--- src/adcsr_map.svh ---
`ifndef ADCSR_MAP_SVH
`define ADCSR_MAP_SVH
// Result word width and busy bit framing
`define ADCSR_WORD_BITS 16
`define ADCSR_CS_BUSY_EDGES 17
`define ADCSR_DC_WORD_EDGES 16
// Conversion timing, internal oscillator at 10 MHz (100 ns)
`define ADCSR_CLK_PERIOD_NS 100
`define ADCSR_CONV_TIME_NS 1000
`define ADCSR_CONV_CYCLES ((`ADCSR_CONV_TIME_NS + `ADCSR_CLK_PERIOD_NS - 1) / `ADCSR_CLK_PERIOD_NS)
// Reset value of the result register
`define ADCSR_RESULT_RST 16'h0000
// Output line levels
`define ADCSR_BUSY_LEVEL 1'b0
`endif

--- src/adcsr_pkg.sv ---
package adcsr_pkg;
  typedef enum logic [2:0] {
    ADCSR_IDLE,
    ADCSR_CONV,
    ADCSR_CS_READ,
    ADCSR_DC_READ,
    ADCSR_DONE
  } adcsr_state_t;
  typedef enum logic [1:0] {
    ADCSR_MODE_CS,
    ADCSR_MODE_DC,
    ADCSR_MODE_DC_BUSY
  } adcsr_mode_t;
endpackage

--- src/adcsr_fifo.sv ---
`timescale 1ns/10ps
// ****************************************
// Small flip-flop FIFO for result words
// ****************************************
module adcsr_fifo #(
  parameter int WIDTH = 16,
  parameter int DEPTH = 4
) (
  input wire logic ref_clk_in,
  input wire logic sys_rst_in,
  input wire logic [WIDTH-1:0] wr_data_in,
  input wire logic wr_valid_in,
  output logic wr_ready_out,
  output logic [WIDTH-1:0] rd_data_out,
  output logic rd_valid_out,
  input wire logic rd_ready_in
);
  localparam int AW = (DEPTH > 1) ? $clog2(DEPTH) : 1;
  logic [WIDTH-1:0] mem_reg [DEPTH];
  logic [AW-1:0] wr_ptr_reg;
  logic [AW-1:0] rd_ptr_reg;
  logic [AW:0] count_reg;
  logic do_wr;
  logic do_rd;

  // Handshakes on both sides
  assign do_wr = wr_valid_in && (count_reg != (AW+1)'(DEPTH));
  assign do_rd = rd_ready_in && (count_reg != '0);
  assign wr_ready_out = (count_reg != (AW+1)'(DEPTH));
  assign rd_valid_out = (count_reg != '0);
  assign rd_data_out = mem_reg[rd_ptr_reg];

  // Storage, no reset needed on data
  always_ff @(posedge ref_clk_in) begin
    if (do_wr) begin
      mem_reg[wr_ptr_reg] <= wr_data_in;
    end
  end

  // Pointers and fill count
  always_ff @(posedge ref_clk_in) begin
    if (sys_rst_in) begin
      wr_ptr_reg <= '0;
      rd_ptr_reg <= '0;
      count_reg <= '0;
    end else begin
      if (do_wr) begin
        wr_ptr_reg <= (wr_ptr_reg == AW'(DEPTH-1)) ? '0 : wr_ptr_reg + 1'b1;
      end
      if (do_rd) begin
        rd_ptr_reg <= (rd_ptr_reg == AW'(DEPTH-1)) ? '0 : rd_ptr_reg + 1'b1;
      end
      if (do_wr && !do_rd) begin
        count_reg <= count_reg + 1'b1;
      end else if (!do_wr && do_rd) begin
        count_reg <= count_reg - 1'b1;
      end
    end
  end
endmodule

--- src/adcsr_core.sv ---
// Notes on behaviour
// RULE1: Input line high at strobe rise selects chip-select mode.
// RULE2: Input line low at strobe rise selects daisy-chain mode.
// RULE3: Chip-select strobe rise floats output, samples input, starts converting.
// RULE4: Host keeps strobe high until all chip-select data is read.
// RULE5: Host drives input line low through conversion to request busy.
// RULE6: Busy only if input line low at conversion end; conversion always runs.
// RULE7: At end with busy: power down, enable output, drive low busy bit.
// RULE8: After busy bit, MSB on first shift fall, then lower bits.
// RULE9: Chip-select busy: float after 17th fall or input line high.
// RULE10: Host never holds strobe and input line low together in chip-select.
// RULE11: Output driven low whenever input line and strobe are both low.
// RULE12: Host holds shift clock low at strobe rise for chain without busy.
// RULE13: Host holds shift clock high at strobe rise for chain with busy.
// RULE14: Host keeps strobe high in chain mode; conversion ignores shift clock.
// RULE15: Chain without busy: MSB at conversion end, lower bits on falls.
// RULE16: Chain captures input on each fall; emits upstream data after own word.
// RULE17: Chain without busy: grounded first device outputs low after 16th fall.
// RULE18: Host gives sixteen shift clocks per device without busy.
// RULE19: Chain with busy: first device enters chain mode with both rising.
// RULE20: Chain with busy: busy bit at end, MSB on first following fall.
// RULE21: Chain with busy: first device outputs high after 17th fall.
// RULE22: Host gives sixteen pulses per device plus one with busy.
// RULE23: Busy indicator is one bit sent before the sixteen-bit word.
// RULE24: Result word is two's complement coded, 7fff to 8000.
// RULE25: Conversion lasts a fixed parameter count of internal clock cycles.
`timescale 1ns/10ps
`include "adcsr_map.svh"
module adcsr_core
  import adcsr_pkg::*;
#(
  parameter int WORD_BITS = `ADCSR_WORD_BITS,
  parameter int CONV_CYCLES = `ADCSR_CONV_CYCLES,
  parameter int FIFO_DEPTH = 4
) (
  input wire logic ref_clk_in,
  input wire logic sys_rst_in,
  input wire logic conversion_start_strobe_in,
  input wire logic serial_input_line_in,
  input wire logic shift_clk_in,
  input wire logic [WORD_BITS-1:0] sample_code_in,
  input wire logic sample_valid_in,
  output logic sample_ready_out,
  output logic serial_output_line_out,
  output logic serial_output_line_oe_out,
  output logic converter_powered_out,
  output logic [1:0] mode_out
);
  // ****************************************
  // Pin synchronisers
  // ****************************************
  logic [1:0] strobe_sync_reg;
  logic [1:0] sdi_sync_reg;
  logic [1:0] sclk_sync_reg;
  logic strobe_q_reg;
  logic sdi_q_reg;
  logic sclk_q_reg;
  logic strobe_s;
  logic sdi_s;
  logic sclk_s;
  logic strobe_rise;
  logic sclk_fall;

  // Two sync flops per pin plus a delay flop; logic reads the second stage and the delay flop
  always_ff @(posedge ref_clk_in) begin
    if (sys_rst_in) begin
      strobe_sync_reg <= 2'h0;
      sdi_sync_reg <= 2'h0;
      sclk_sync_reg <= 2'h0;
      strobe_q_reg <= 1'b0;
      sdi_q_reg <= 1'b0;
      sclk_q_reg <= 1'b0;
    end else begin
      strobe_sync_reg <= {strobe_sync_reg[0], conversion_start_strobe_in};
      sdi_sync_reg <= {sdi_sync_reg[0], serial_input_line_in};
      sclk_sync_reg <= {sclk_sync_reg[0], shift_clk_in};
      strobe_q_reg <= strobe_sync_reg[1];
      sdi_q_reg <= sdi_sync_reg[1];
      sclk_q_reg <= sclk_sync_reg[1];
    end
  end

  assign strobe_s = strobe_sync_reg[1];
  assign sdi_s = sdi_sync_reg[1];
  assign sclk_s = sclk_sync_reg[1];
  assign strobe_rise = strobe_s && !strobe_q_reg;
  assign sclk_fall = !sclk_s && sclk_q_reg;

  // ****************************************
  // Result buffer between converter and shifter
  // ****************************************
  logic [WORD_BITS-1:0] fifo_data;
  logic fifo_valid;
  logic fifo_pop;

  adcsr_fifo #(
    .WIDTH(WORD_BITS),
    .DEPTH(FIFO_DEPTH)
  ) u_fifo (
    .ref_clk_in(ref_clk_in),
    .sys_rst_in(sys_rst_in),
    .wr_data_in(sample_code_in),
    .wr_valid_in(sample_valid_in),
    .wr_ready_out(sample_ready_out),
    .rd_data_out(fifo_data),
    .rd_valid_out(fifo_valid),
    .rd_ready_in(fifo_pop)
  );

  // ****************************************
  // Mode capture and conversion control
  // ****************************************
  adcsr_state_t state_reg;
  adcsr_mode_t mode_reg;
  logic [$clog2(CONV_CYCLES+1)-1:0] conv_cnt_reg;
  logic [WORD_BITS-1:0] result_reg;
  logic [WORD_BITS-1:0] chain_reg;
  logic [5:0] edge_cnt_reg;
  logic busy_req_reg;
  logic conv_done;

  assign conv_done = (state_reg == ADCSR_CONV) && (conv_cnt_reg == '0);
  // Sampled code is already two's complement; the converter front end owns scaling
  assign fifo_pop = conv_done; // RULE24

  // Conversion state; strobe rise restarts from any state
  always_ff @(posedge ref_clk_in) begin
    if (sys_rst_in) begin
      state_reg <= ADCSR_IDLE;
      conv_cnt_reg <= '0;
    end else if (strobe_rise) begin
      state_reg <= ADCSR_CONV; // RULE3
      conv_cnt_reg <= ($clog2(CONV_CYCLES+1))'(CONV_CYCLES - 1); // RULE25
    end else begin
      unique case (state_reg)
        ADCSR_IDLE: begin
          state_reg <= ADCSR_IDLE;
        end
        ADCSR_CONV: begin
          // Shift clock is ignored here on purpose
          if (conv_cnt_reg != '0) begin
            conv_cnt_reg <= conv_cnt_reg - 1'b1; // RULE14
          end else if (mode_reg == ADCSR_MODE_CS) begin
            state_reg <= busy_req_reg ? ADCSR_CS_READ : ADCSR_DONE; // RULE6
          end else begin
            state_reg <= ADCSR_DC_READ;
          end
        end
        ADCSR_CS_READ: begin
          // Early end when the host raises its select
          if (sdi_s || (sclk_fall && edge_cnt_reg == 6'(`ADCSR_CS_BUSY_EDGES - 1))) begin
            state_reg <= ADCSR_DONE; // RULE9
          end
        end
        ADCSR_DC_READ: begin
          state_reg <= strobe_s ? ADCSR_DC_READ : ADCSR_IDLE;
        end
        ADCSR_DONE: begin
          state_reg <= strobe_s ? ADCSR_DONE : ADCSR_IDLE;
        end
      endcase
    end
  end

  // Mode select taken at the strobe rise
  always_ff @(posedge ref_clk_in) begin
    if (sys_rst_in) begin
      mode_reg <= ADCSR_MODE_CS;
    end else if (strobe_rise) begin
      // Input line as it stood one clock before the rise, so a line tied to
      // the strobe still reads low and selects the chain
      if (sdi_q_reg) begin
        mode_reg <= ADCSR_MODE_CS; // RULE1
      end else if (sclk_s) begin
        mode_reg <= ADCSR_MODE_DC_BUSY; // RULE2 RULE13 RULE19
      end else begin
        mode_reg <= ADCSR_MODE_DC; // RULE12
      end
    end
  end

  // Busy request tracks the select line; the last value before the end counts
  always_ff @(posedge ref_clk_in) begin
    if (sys_rst_in) begin
      busy_req_reg <= 1'b0;
    end else if (state_reg == ADCSR_CONV) begin
      busy_req_reg <= !sdi_s; // RULE5 RULE6
    end
  end

  // ****************************************
  // Output shift registers
  // ****************************************
  // Own word and upstream capture run in parallel
  always_ff @(posedge ref_clk_in) begin
    if (sys_rst_in) begin
      result_reg <= `ADCSR_RESULT_RST;
      chain_reg <= `ADCSR_RESULT_RST;
      edge_cnt_reg <= 6'h00;
    end else if (conv_done) begin
      result_reg <= fifo_valid ? fifo_data : `ADCSR_RESULT_RST;
      chain_reg <= `ADCSR_RESULT_RST;
      edge_cnt_reg <= 6'h00;
    end else if (sclk_fall && (state_reg == ADCSR_CS_READ || state_reg == ADCSR_DC_READ)) begin
      if (edge_cnt_reg != 6'h3f) begin
        edge_cnt_reg <= edge_cnt_reg + 6'h01;
      end
      if (state_reg == ADCSR_DC_READ) begin
        chain_reg <= {chain_reg[WORD_BITS-2:0], sdi_s}; // RULE16
      end
      // Busy framing holds the word for the first fall
      if (!(edge_cnt_reg == 6'h00 && mode_reg != ADCSR_MODE_DC)) begin
        result_reg <= {result_reg[WORD_BITS-2:0], 1'b0}; // RULE8 RULE15
      end
    end
  end

  // ****************************************
  // Serial output pin
  // ****************************************
  logic dc_own_phase;
  logic [5:0] own_edges;

  assign own_edges = (mode_reg == ADCSR_MODE_DC_BUSY) ? 6'(`ADCSR_CS_BUSY_EDGES)
                                                      : 6'(`ADCSR_DC_WORD_EDGES);
  assign dc_own_phase = edge_cnt_reg < own_edges;

  // Output level and enable, both registered
  always_ff @(posedge ref_clk_in) begin
    if (sys_rst_in) begin
      serial_output_line_out <= 1'b0;
      serial_output_line_oe_out <= 1'b0;
    end else if (!strobe_s && !sdi_s) begin
      serial_output_line_out <= 1'b0; // RULE11
      serial_output_line_oe_out <= 1'b1;
    end else if (state_reg == ADCSR_CS_READ) begin
      serial_output_line_oe_out <= 1'b1; // RULE7
      serial_output_line_out <= (edge_cnt_reg == 6'h00) ? `ADCSR_BUSY_LEVEL
                                                        : result_reg[WORD_BITS-1]; // RULE23
    end else if (state_reg == ADCSR_DC_READ) begin
      serial_output_line_oe_out <= 1'b1;
      if (mode_reg == ADCSR_MODE_DC_BUSY && edge_cnt_reg == 6'h00) begin
        serial_output_line_out <= `ADCSR_BUSY_LEVEL; // RULE20
      end else if (dc_own_phase) begin
        serial_output_line_out <= result_reg[WORD_BITS-1];
      end else begin
        // Grounded input gives low, input tied to strobe gives high
        serial_output_line_out <= chain_reg[WORD_BITS-1]; // RULE16 RULE17 RULE21
      end
    end else begin
      serial_output_line_out <= 1'b0;
      serial_output_line_oe_out <= 1'b0; // RULE3 RULE9
    end
  end

  // Converter powers up only while converting
  always_ff @(posedge ref_clk_in) begin
    if (sys_rst_in) begin
      converter_powered_out <= 1'b0;
      mode_out <= 2'h0;
    end else begin
      converter_powered_out <= (state_reg == ADCSR_CONV); // RULE7 RULE25
      mode_out <= mode_reg;
    end
  end
endmodule

--- config.mk ---
export PLATFORM = sky130hd
export DESIGN_NAME = adcsr_core
export DESIGN_NICKNAME = d
export VERILOG_FILES = /design/src/adcsr_pkg.sv /design/src/adcsr_fifo.sv /design/src/adcsr_core.sv
export VERILOG_INCLUDE_DIRS = /design/src
export SDC_FILE = /design/constraint.sdc
export NUM_CORES = 1
export LEC_CHECK = 0
export BUFFER_PORTS_ARGS = -buffer_cell sky130_fd_sc_hd__buf_2
export CORE_MARGIN = 2
export CORE_UTILIZATION = 60
export DETAILED_ROUTE_END_ITERATION = 6
export PLACE_DENSITY = 0.75
export SLEW_MARGIN = 10
export SYNTH_ARGS = -nofsm -noshare
export SYNTH_HDL_FRONTEND = slang
export SYNTH_SLANG_ARGS = --single-unit
--- constraint.sdc ---
create_clock -name ref_clk_in -period 6.2 [get_ports ref_clk_in]
set_input_delay 0.62 -clock ref_clk_in [delete_from_list [all_inputs] [get_ports ref_clk_in]]
set_output_delay 0.62 -clock ref_clk_in [all_outputs]
set_load 0.1 [all_outputs]
==> summary.md, run 1 <==
| Metric | Value |
|---|---|
| Outcome | `complete, no violations` |
| Clk slew on worst S/H paths | `0.07 ns` |
| Syn Area/Cell | `12.6 µm²` |
| Clock Latency Late Sink | `0.53 ns` |
| Syn nets | `459` |
| CTS Root Cell | `clkbuf_8` |
| Post-CTS Setup Bufs | `0` |
| DRC | `0` |
| Internal | `1.64 mW` |
| CTS tree | `done` |
| Register area share after synthesis | `0.620` |
| Highest clock rate | `0.333 GHz` |
| Placer Congestion | `0.810` |
| Complex-gate fraction of the synthesized area | `0.113` |
| Row count | `34` |
| Routed vias/inst | `5.84` |
| Via Count | `3323` |
| Most frequent cells after synthesis | `71 x dfxtp_1, 64 x edfxtp_1, 47 x nand2_1, 33 x nor2_1, 30 x a21oi_1` |
| Unrepaired setup endpoints after global routing | `no` |
| Largest family of logic cells by synthesized area | `simple AND/OR/NAND/NOR gates` |
| Avg WL per Cell | `16.2 µm` |
| Initial antenna violation count | `0` |
| Die ar. | `0.00976 mm²` |
| Starting Density | `0.618` |
| Max FO, Critical Path | `18` |
| Reg power frac | `0.468` |
| Crit path kind | `flip-flop to flip-flop` |
| Cell mode on critical path | `inv_1` |
| Total gr overflow | `0` |
| Final hold slack | `0.300 ns` |
| Clk network pwr share | `0.452` |
| Worst setup EP type | `flip-flop` |
| CP Data Arrival Time | `3.45 ns` |
| Final non-filler cell total | `569` |
| Synth Instances | `427` |
| Final Cycle Share | `0.484` |
| R2R Setup Slk | `3.20 ns` |
| Post-CTS Resized | `0` |
| NumNets Final | `480` |
| Async SR Flop Fraction | `0` |
| Dpl cells | `537` |
| Number of synthesized flops with an enable pin | `64` |
| TritonCTS Sinks | `135` |
| Adder-Cell Fraction of Synth Area | `0.0246` |
| Leading area contributor after synthesis | `edfxtp_1` |
| Reported net switching power | `534 µW` |
| Yosys warnings | `0` |
| Clock Path Buffers | `2` |
| Final setup fails | `0` |
| Comb power frac | `0.080` |
| Hold WC Path Type | `input pin to flip-flop` |
| Synthesized area | `0.00539 mm²` |
| Port-buffer cells | `27` |
| Critical Path RT | `6.65 ns` |
| Most frequent cell after synthesis | `dfxtp_1` |
| Slew at the pin closest to its max-slew limit | `1.12 ns` |
| CP max stage cell | `and3_1` |
| Htree depth | `4` |
| IO Pins | `28` |
| Largest net degree at the start of global routing | `46` |
| Crit-path cells | `inv_1 -> ha_1 -> nor3b_1 -> and3_1 -> inv_1 -> ha_1 -> inv_1 -> fa_1 -> xor2_1 -> or3_1 -> a21oi_1` |
| Max reg flops | `64` |
| Max-slew headroom | `0.252` |
| Crit-path max cell delay | `0.68 ns` |
| Post-DRT Antenna Nets | `0` |
| Number of buffers and inverters on the critical path | `3` |
| Layout cell share with drive strength beyond 1 | `0.202` |
| Total Power | `2.17 mW` |
| Fin util | `0.703` |
| Global Route Usage Sum | `0.207` |
| DP HPWL | `5560 µm` |
| Cell Pwr Density | `354 mW/mm²` |
| Critical path launch point type | `flip-flop` |
| MaxCap Viol Count | `0` |
| First-pass GRT wire length | `15700 µm` |
| Pre-antenna DRT Iters | `4` |
| Number of global-route vias before repair | `3229` |
| Final Hold Viols | `0` |
| Max Slew Vio Count | `0` |
| Core Footprint | `0.00872 mm²` |
| Top_reg_cell synth | `dfxtp_1` |
| Top cells by area, synth | `edfxtp_1 36%, dfxtp_1 26%, mux4_2 6.7%, nand2_1 3.3%, a21oi_1 2.8%` |
| Synthesis-to-layout area growth | `13.7%` |
| Initial drt markers | `245` |
| Maximum VDD drop | `0.221 mV` |
| Die Width | `98.8 µm` |
| Post-CTS Hold Buffers | `0` |
| Inserted Clock Buffers | `17` |
| Die Ht | `98.8 µm` |
| Post-Synth XOR/XNOR Area | `0.0146` |
| Leak | `2.11 nW` |
| Wirelength, routed | `9220 µm` |
| Minimum clock period | `3.00 ns` |
| Delay-heaviest family, CP | `simple AND/OR/NAND/NOR gates` |
| Mux share of post-synthesis cell area | `0.0705` |
| Switch share | `0.246` |
| Setup_tns | `0 ns` |
| #FFs+latches synth | `135` |
| Netlist cell types | `46` |
| Top cell type's share of synthesized area | `0.356` |
| # diodes | `0` |
| Simple-gate share of the synthesized area | `0.129` |
| Clk_skew | `0.00613 ns` |
## logic make-up (layout without fill, tap and decap cells)
| group | count (synthesis) | in the layout |
|---|---|---|
| xor+xnor | 9 | 9 |
| fa+ha+maj | 10 | 10 |
| simple gates | 138 | 138 |
| mux | 18 | 18 |
| flops | 135 | 135 |
| compound gates | 81 | 81 |
| buf+inv | 36 | 70 |
## metal layers
| layer | GRT usage | routed length (µm) |
|---|---|---|
| met5 | 0 | 0 |
| met4 | 0.0843 | 139 |
| met1 | 0.272 | 4240 |
| met2 | 0.330 | 4450 |
| met3 | 0.0574 | 388 |
## area by class of cell
cell class	instances	area [µm²]
sequential	135	3340
fill	598	2590
multi-input combinational	256	1890
clock buffer	18	418
clock inverter	14	161
timing repair buffer	28	143
tap	108	135
inverter	10	37.5
## power by group through the flow
stage	sequential (mW)	combinational [mW]	clock [mW]
2_1_floorplan	1.03	0.132	0
3_3_place_gp	1.03	0.169	0
3_5_place_dp	1.04	0.175	0
4_1_cts	1.02	0.176	0.996
5_1_grt	1.02	0.192	1.03
6_report	1.02	0.174	0.982
## per-stage QoR
| step | instance area [µm²] | setup slack (ns) |
|---|---|---|
| global route | 6130 | 2.87 |
| floorplan | 5390 | 3.22 |
| detailed placement | 5550 | 3.22 |
| finish | 6130 | 3.20 |
| global placement | 5550 | 3.39 |
| CTS | 6130 | 3.20 |
## placed cells by master, fill, tap and decap left out, types with 4 or more instances in the layout
cell type / Yosys / layout
a22oi_1: 15 / 15
nand2b_1: 6 / 6
inv_1: 10 / 10
nor2b_1: 14 / 14
nor2_1: 33 / 33
a21oi_1: 30 / 30
dfxtp_1: 71 / 71
ha_1: 9 / 9
o21ai_0: 9 / 9
nand3_1: 4 / 4
and3_1: 8 / 8
clkbuf_16: 0 / 16
a221oi_2: 10 / 10
a221oi_1: 5 / 5
xor2_1: 6 / 6
or3_1: 4 / 4
edfxtp_1: 64 / 64
mux4_2: 16 / 16
inv_6: 0 / 7
nand2_1: 47 / 47
buf_2: 10 / 27
## worst paths after layout
check                                        from                    to  depth (start not counted)
worst max-delay path              conv_cnt_reg[0]   u_fifo.count_reg[2]                         11
worst min-delay path            sample_code_in[2]  u_fifo.mem_reg[0][2]                          1
worst max register to register    conv_cnt_reg[0]   u_fifo.count_reg[2]                         11
worst min register to register   sclk_sync_reg[0]      sclk_sync_reg[1]                          1
Note: power is estimated with default switching activity, not from simulation.
==> inputs of run 2 (changes only) <==
==> constraint.sdc (replaced) <==
create_clock -name ref_clk_in -period 3.1 [get_ports ref_clk_in]
set_input_delay 0.31 -clock ref_clk_in [delete_from_list [all_inputs] [get_ports ref_clk_in]]
set_output_delay 0.31 -clock ref_clk_in [all_outputs]
set_load 0.1 [all_outputs]
==> run 2 against run 1 <==
Against the previous run: sequential power is 99% higher; first-iteration DRC count fell by 20%; sequential share of layout area is 2.1 points lower; highest routed layer unchanged; via count rose by 2.9%; final area rose by 4.0%; clock skew grew 0.0037 ns; worst setup slack got worse by 2.5 ns; final cell count up 4.7%; combinational power grew 120%; flip-flop and latch count stayed put; hold slack got worse by 0.13 ns.
==> summary.md, run 2 (synthesis results as in run 1) <==
| Metric | Value |
|---|---|
| Htree depth | `4` |
| Cell Pwr Density | `679 mW/mm²` |
| Largest net degree at the start of global routing | `44` |
| Avg WL per Cell | `16.5 µm` |
| Number of global-route vias before repair | `3359` |
| DP HPWL | `5960 µm` |
| HP Start | `sample_valid_in` |
| Die Width | `98.8 µm` |
| Inserted Clock Buffers | `17` |
| Slew at the pin closest to its max-slew limit | `0.862 ns` |
| Layout cell share with drive strength beyond 1 | `0.205` |
| NumNets Final | `507` |
| # diodes | `0` |
| Pre-antenna DRT Iters | `4` |
| Final Cycle Share | `0.785` |
| Via Count | `3420` |
| Outcome | `complete, no violations` |
| Min-Delay Endpoint | `u_fifo.wr_ptr_reg[0]` |
| Clock Latency Late Sink | `0.53 ns` |
| Final Cell Area | `0.00638 mm²` |
| Initial drt markers | `197` |
| Port-buffer cells | `27` |
| Die ar. | `0.00976 mm²` |
| Final hold slack | `0.166 ns` |
| Number of buffers and inverters on the critical path | `3` |
| Highest clock rate | `0.411 GHz` |
| Max reg flops | `64` |
| Critical Path RT | `3.56 ns` |
| Core Footprint | `0.00872 mm²` |
| CP Data Arrival Time | `2.89 ns` |
| Die Ht | `98.8 µm` |
| Initial antenna violation count | `0` |
| Cell mode on critical path | `inv_1` |
| R2R Setup Slk | `0.67 ns` |
| Post-DRT Antenna Nets | `0` |
| Hold Path Depth | `4` |
| R2R Path End | `u_fifo.count_reg[2]` |
| R2R depth | `11` |
| Final setup fails | `0` |
| CP max stage cell | `dfxtp_1` |
| DRC | `0` |
| Critical path launch point type | `flip-flop` |
| Final Hold Viols | `0` |
| Delay-heaviest family, CP | `adder cells` |
| Reg-to-reg startpoint | `conv_cnt_reg[0]` |
| Global Route Usage Sum | `0.219` |
| Commonest cells after routing, fill and taps aside | `71 x dfxtp_1, 64 x edfxtp_1, 47 x nand2_1, 33 x nor2_1, 30 x a21oi_1` |
| Crit-path cells | `inv_1 -> ha_1 -> nor3b_1 -> and3_1 -> inv_1 -> ha_1 -> inv_1 -> fa_1 -> xor2_1 -> or3_1 -> a21oi_1` |
| CTS tree | `done` |
| Max FO, Critical Path | `5` |
| Worst setup EP type | `flip-flop` |
| Max Slew Vio Count | `0` |
| Synthesis-to-layout area growth | `18.3%` |
| Minimum clock period | `2.43 ns` |
| Clk_skew | `0.00982 ns` |
| Placer Congestion | `0.789` |
| Leak | `2.23 nW` |
| Row count | `34` |
| First-pass GRT wire length | `16400 µm` |
| Unrepaired setup endpoints after global routing | `no` |
| Max-slew headroom | `0.425` |
| Hold WC Path Type | `input pin to flip-flop` |
| Crit path kind | `flip-flop to flip-flop` |
| Wirelength, routed | `9810 µm` |
| Crit-path max cell delay | `0.37 ns` |
| Clock Path Buffers | `2` |
| CTS Root Cell | `clkbuf_8` |
| Post-CTS Resized | `0` |
| Starting Density | `0.618` |
| Setup_tns | `0 ns` |
| Maximum VDD drop | `0.538 mV` |
| Clk slew on worst S/H paths | `0.06 ns` |
| DP Area | `0.00561 mm²` |
| Routed vias/inst | `5.74` |
| IO Pins | `28` |
| TritonCTS Sinks | `135` |
| Commonest non-fill, non-tap cell in the layout | `dfxtp_1` |
| MaxCap Viol Count | `0` |
| Total gr overflow | `0` |
[run 2: changes by cell type in the layout (fill, tap and decap cells not counted)]
| cell | delta |
|---|---|
| clkinvlp_4 | -1 |
| clkinv_4 | +1 |
| dlygate4sd3_1 | +20 |
| inv_6 | -5 |
| bufinv_16 | -1 |
| inv_8 | +6 |
| buf_4 | +7 |
[run 2: how the worst max path moves through the flow]
stage               depth (start not counted)  slack (ns)             endpoint                 from
floorplan                                  10        0.12  u_fifo.count_reg[2]  u_fifo.count_reg[0]
detailed placement                         11        0.69  u_fifo.count_reg[2]      conv_cnt_reg[0]
global placement                           11        0.78  u_fifo.count_reg[2]      conv_cnt_reg[0]
finish                                     11        0.67  u_fifo.count_reg[2]      conv_cnt_reg[0]
global route                               11        0.49  u_fifo.count_reg[2]      conv_cnt_reg[0]
CTS                                        11        0.67  u_fifo.count_reg[2]      conv_cnt_reg[0]
[run 2: per-layer routing]
layer | track usage | wire, µm
met1 | 0.270 | 4320
met4 | 0.109 | 149
met3 | 0.0489 | 303
met2 | 0.366 | 5040
met5 | 0 | 0
[run 2: cell type report]
cell class	instances	area, µm²
clock buffers	18	418
clock inverters	14	156
fillers	557	2340
inverters	10	37.5
multi-input cells	256	1890
flip-flops and latches	135	3340
well taps	108	135
repair buffers	55	395
[run 2: timing repair]
item                      4_1_cts  5_1_grt
setup buffers                   0        0
hold endpoints to repair       68        0
hold buffers                   20        0
[run 2: worst register-to-register path: stages (launching register included)]
cell     delay (ns)
dfxtp_1        0.37
inv_1          0.06
ha_1           0.22
nor3b_1        0.19
and3_1         0.19
inv_1          0.11
ha_1           0.19
inv_1          0.06
fa_1           0.37
xor2_1         0.15
or3_1          0.31
a21oi_1        0.14
[run 2: where the power goes]
| part | switching [mW] | internal, mW |
|---|---|---|
| clock | 0.817 | 1.10 |
| sequential | 0.0494 | 1.98 |
| combinational | 0.229 | 0.154 |
[run 2: stage by stage]
step / worst slack (ns) / std cells / total power [mW] / util
2_1_floorplan: 0.116 / 427 / 2.33 / -
3_3_place_gp: 0.776 / 544 / 2.41 / 0.643
3_5_place_dp: 0.686 / 544 / 2.43 / 0.643
4_1_cts: 0.668 / 596 / 4.37 / 0.732
5_1_grt: 0.488 / 596 / 4.49 / 0.732
6_report: 0.667 / 596 / 4.33 / 0.732
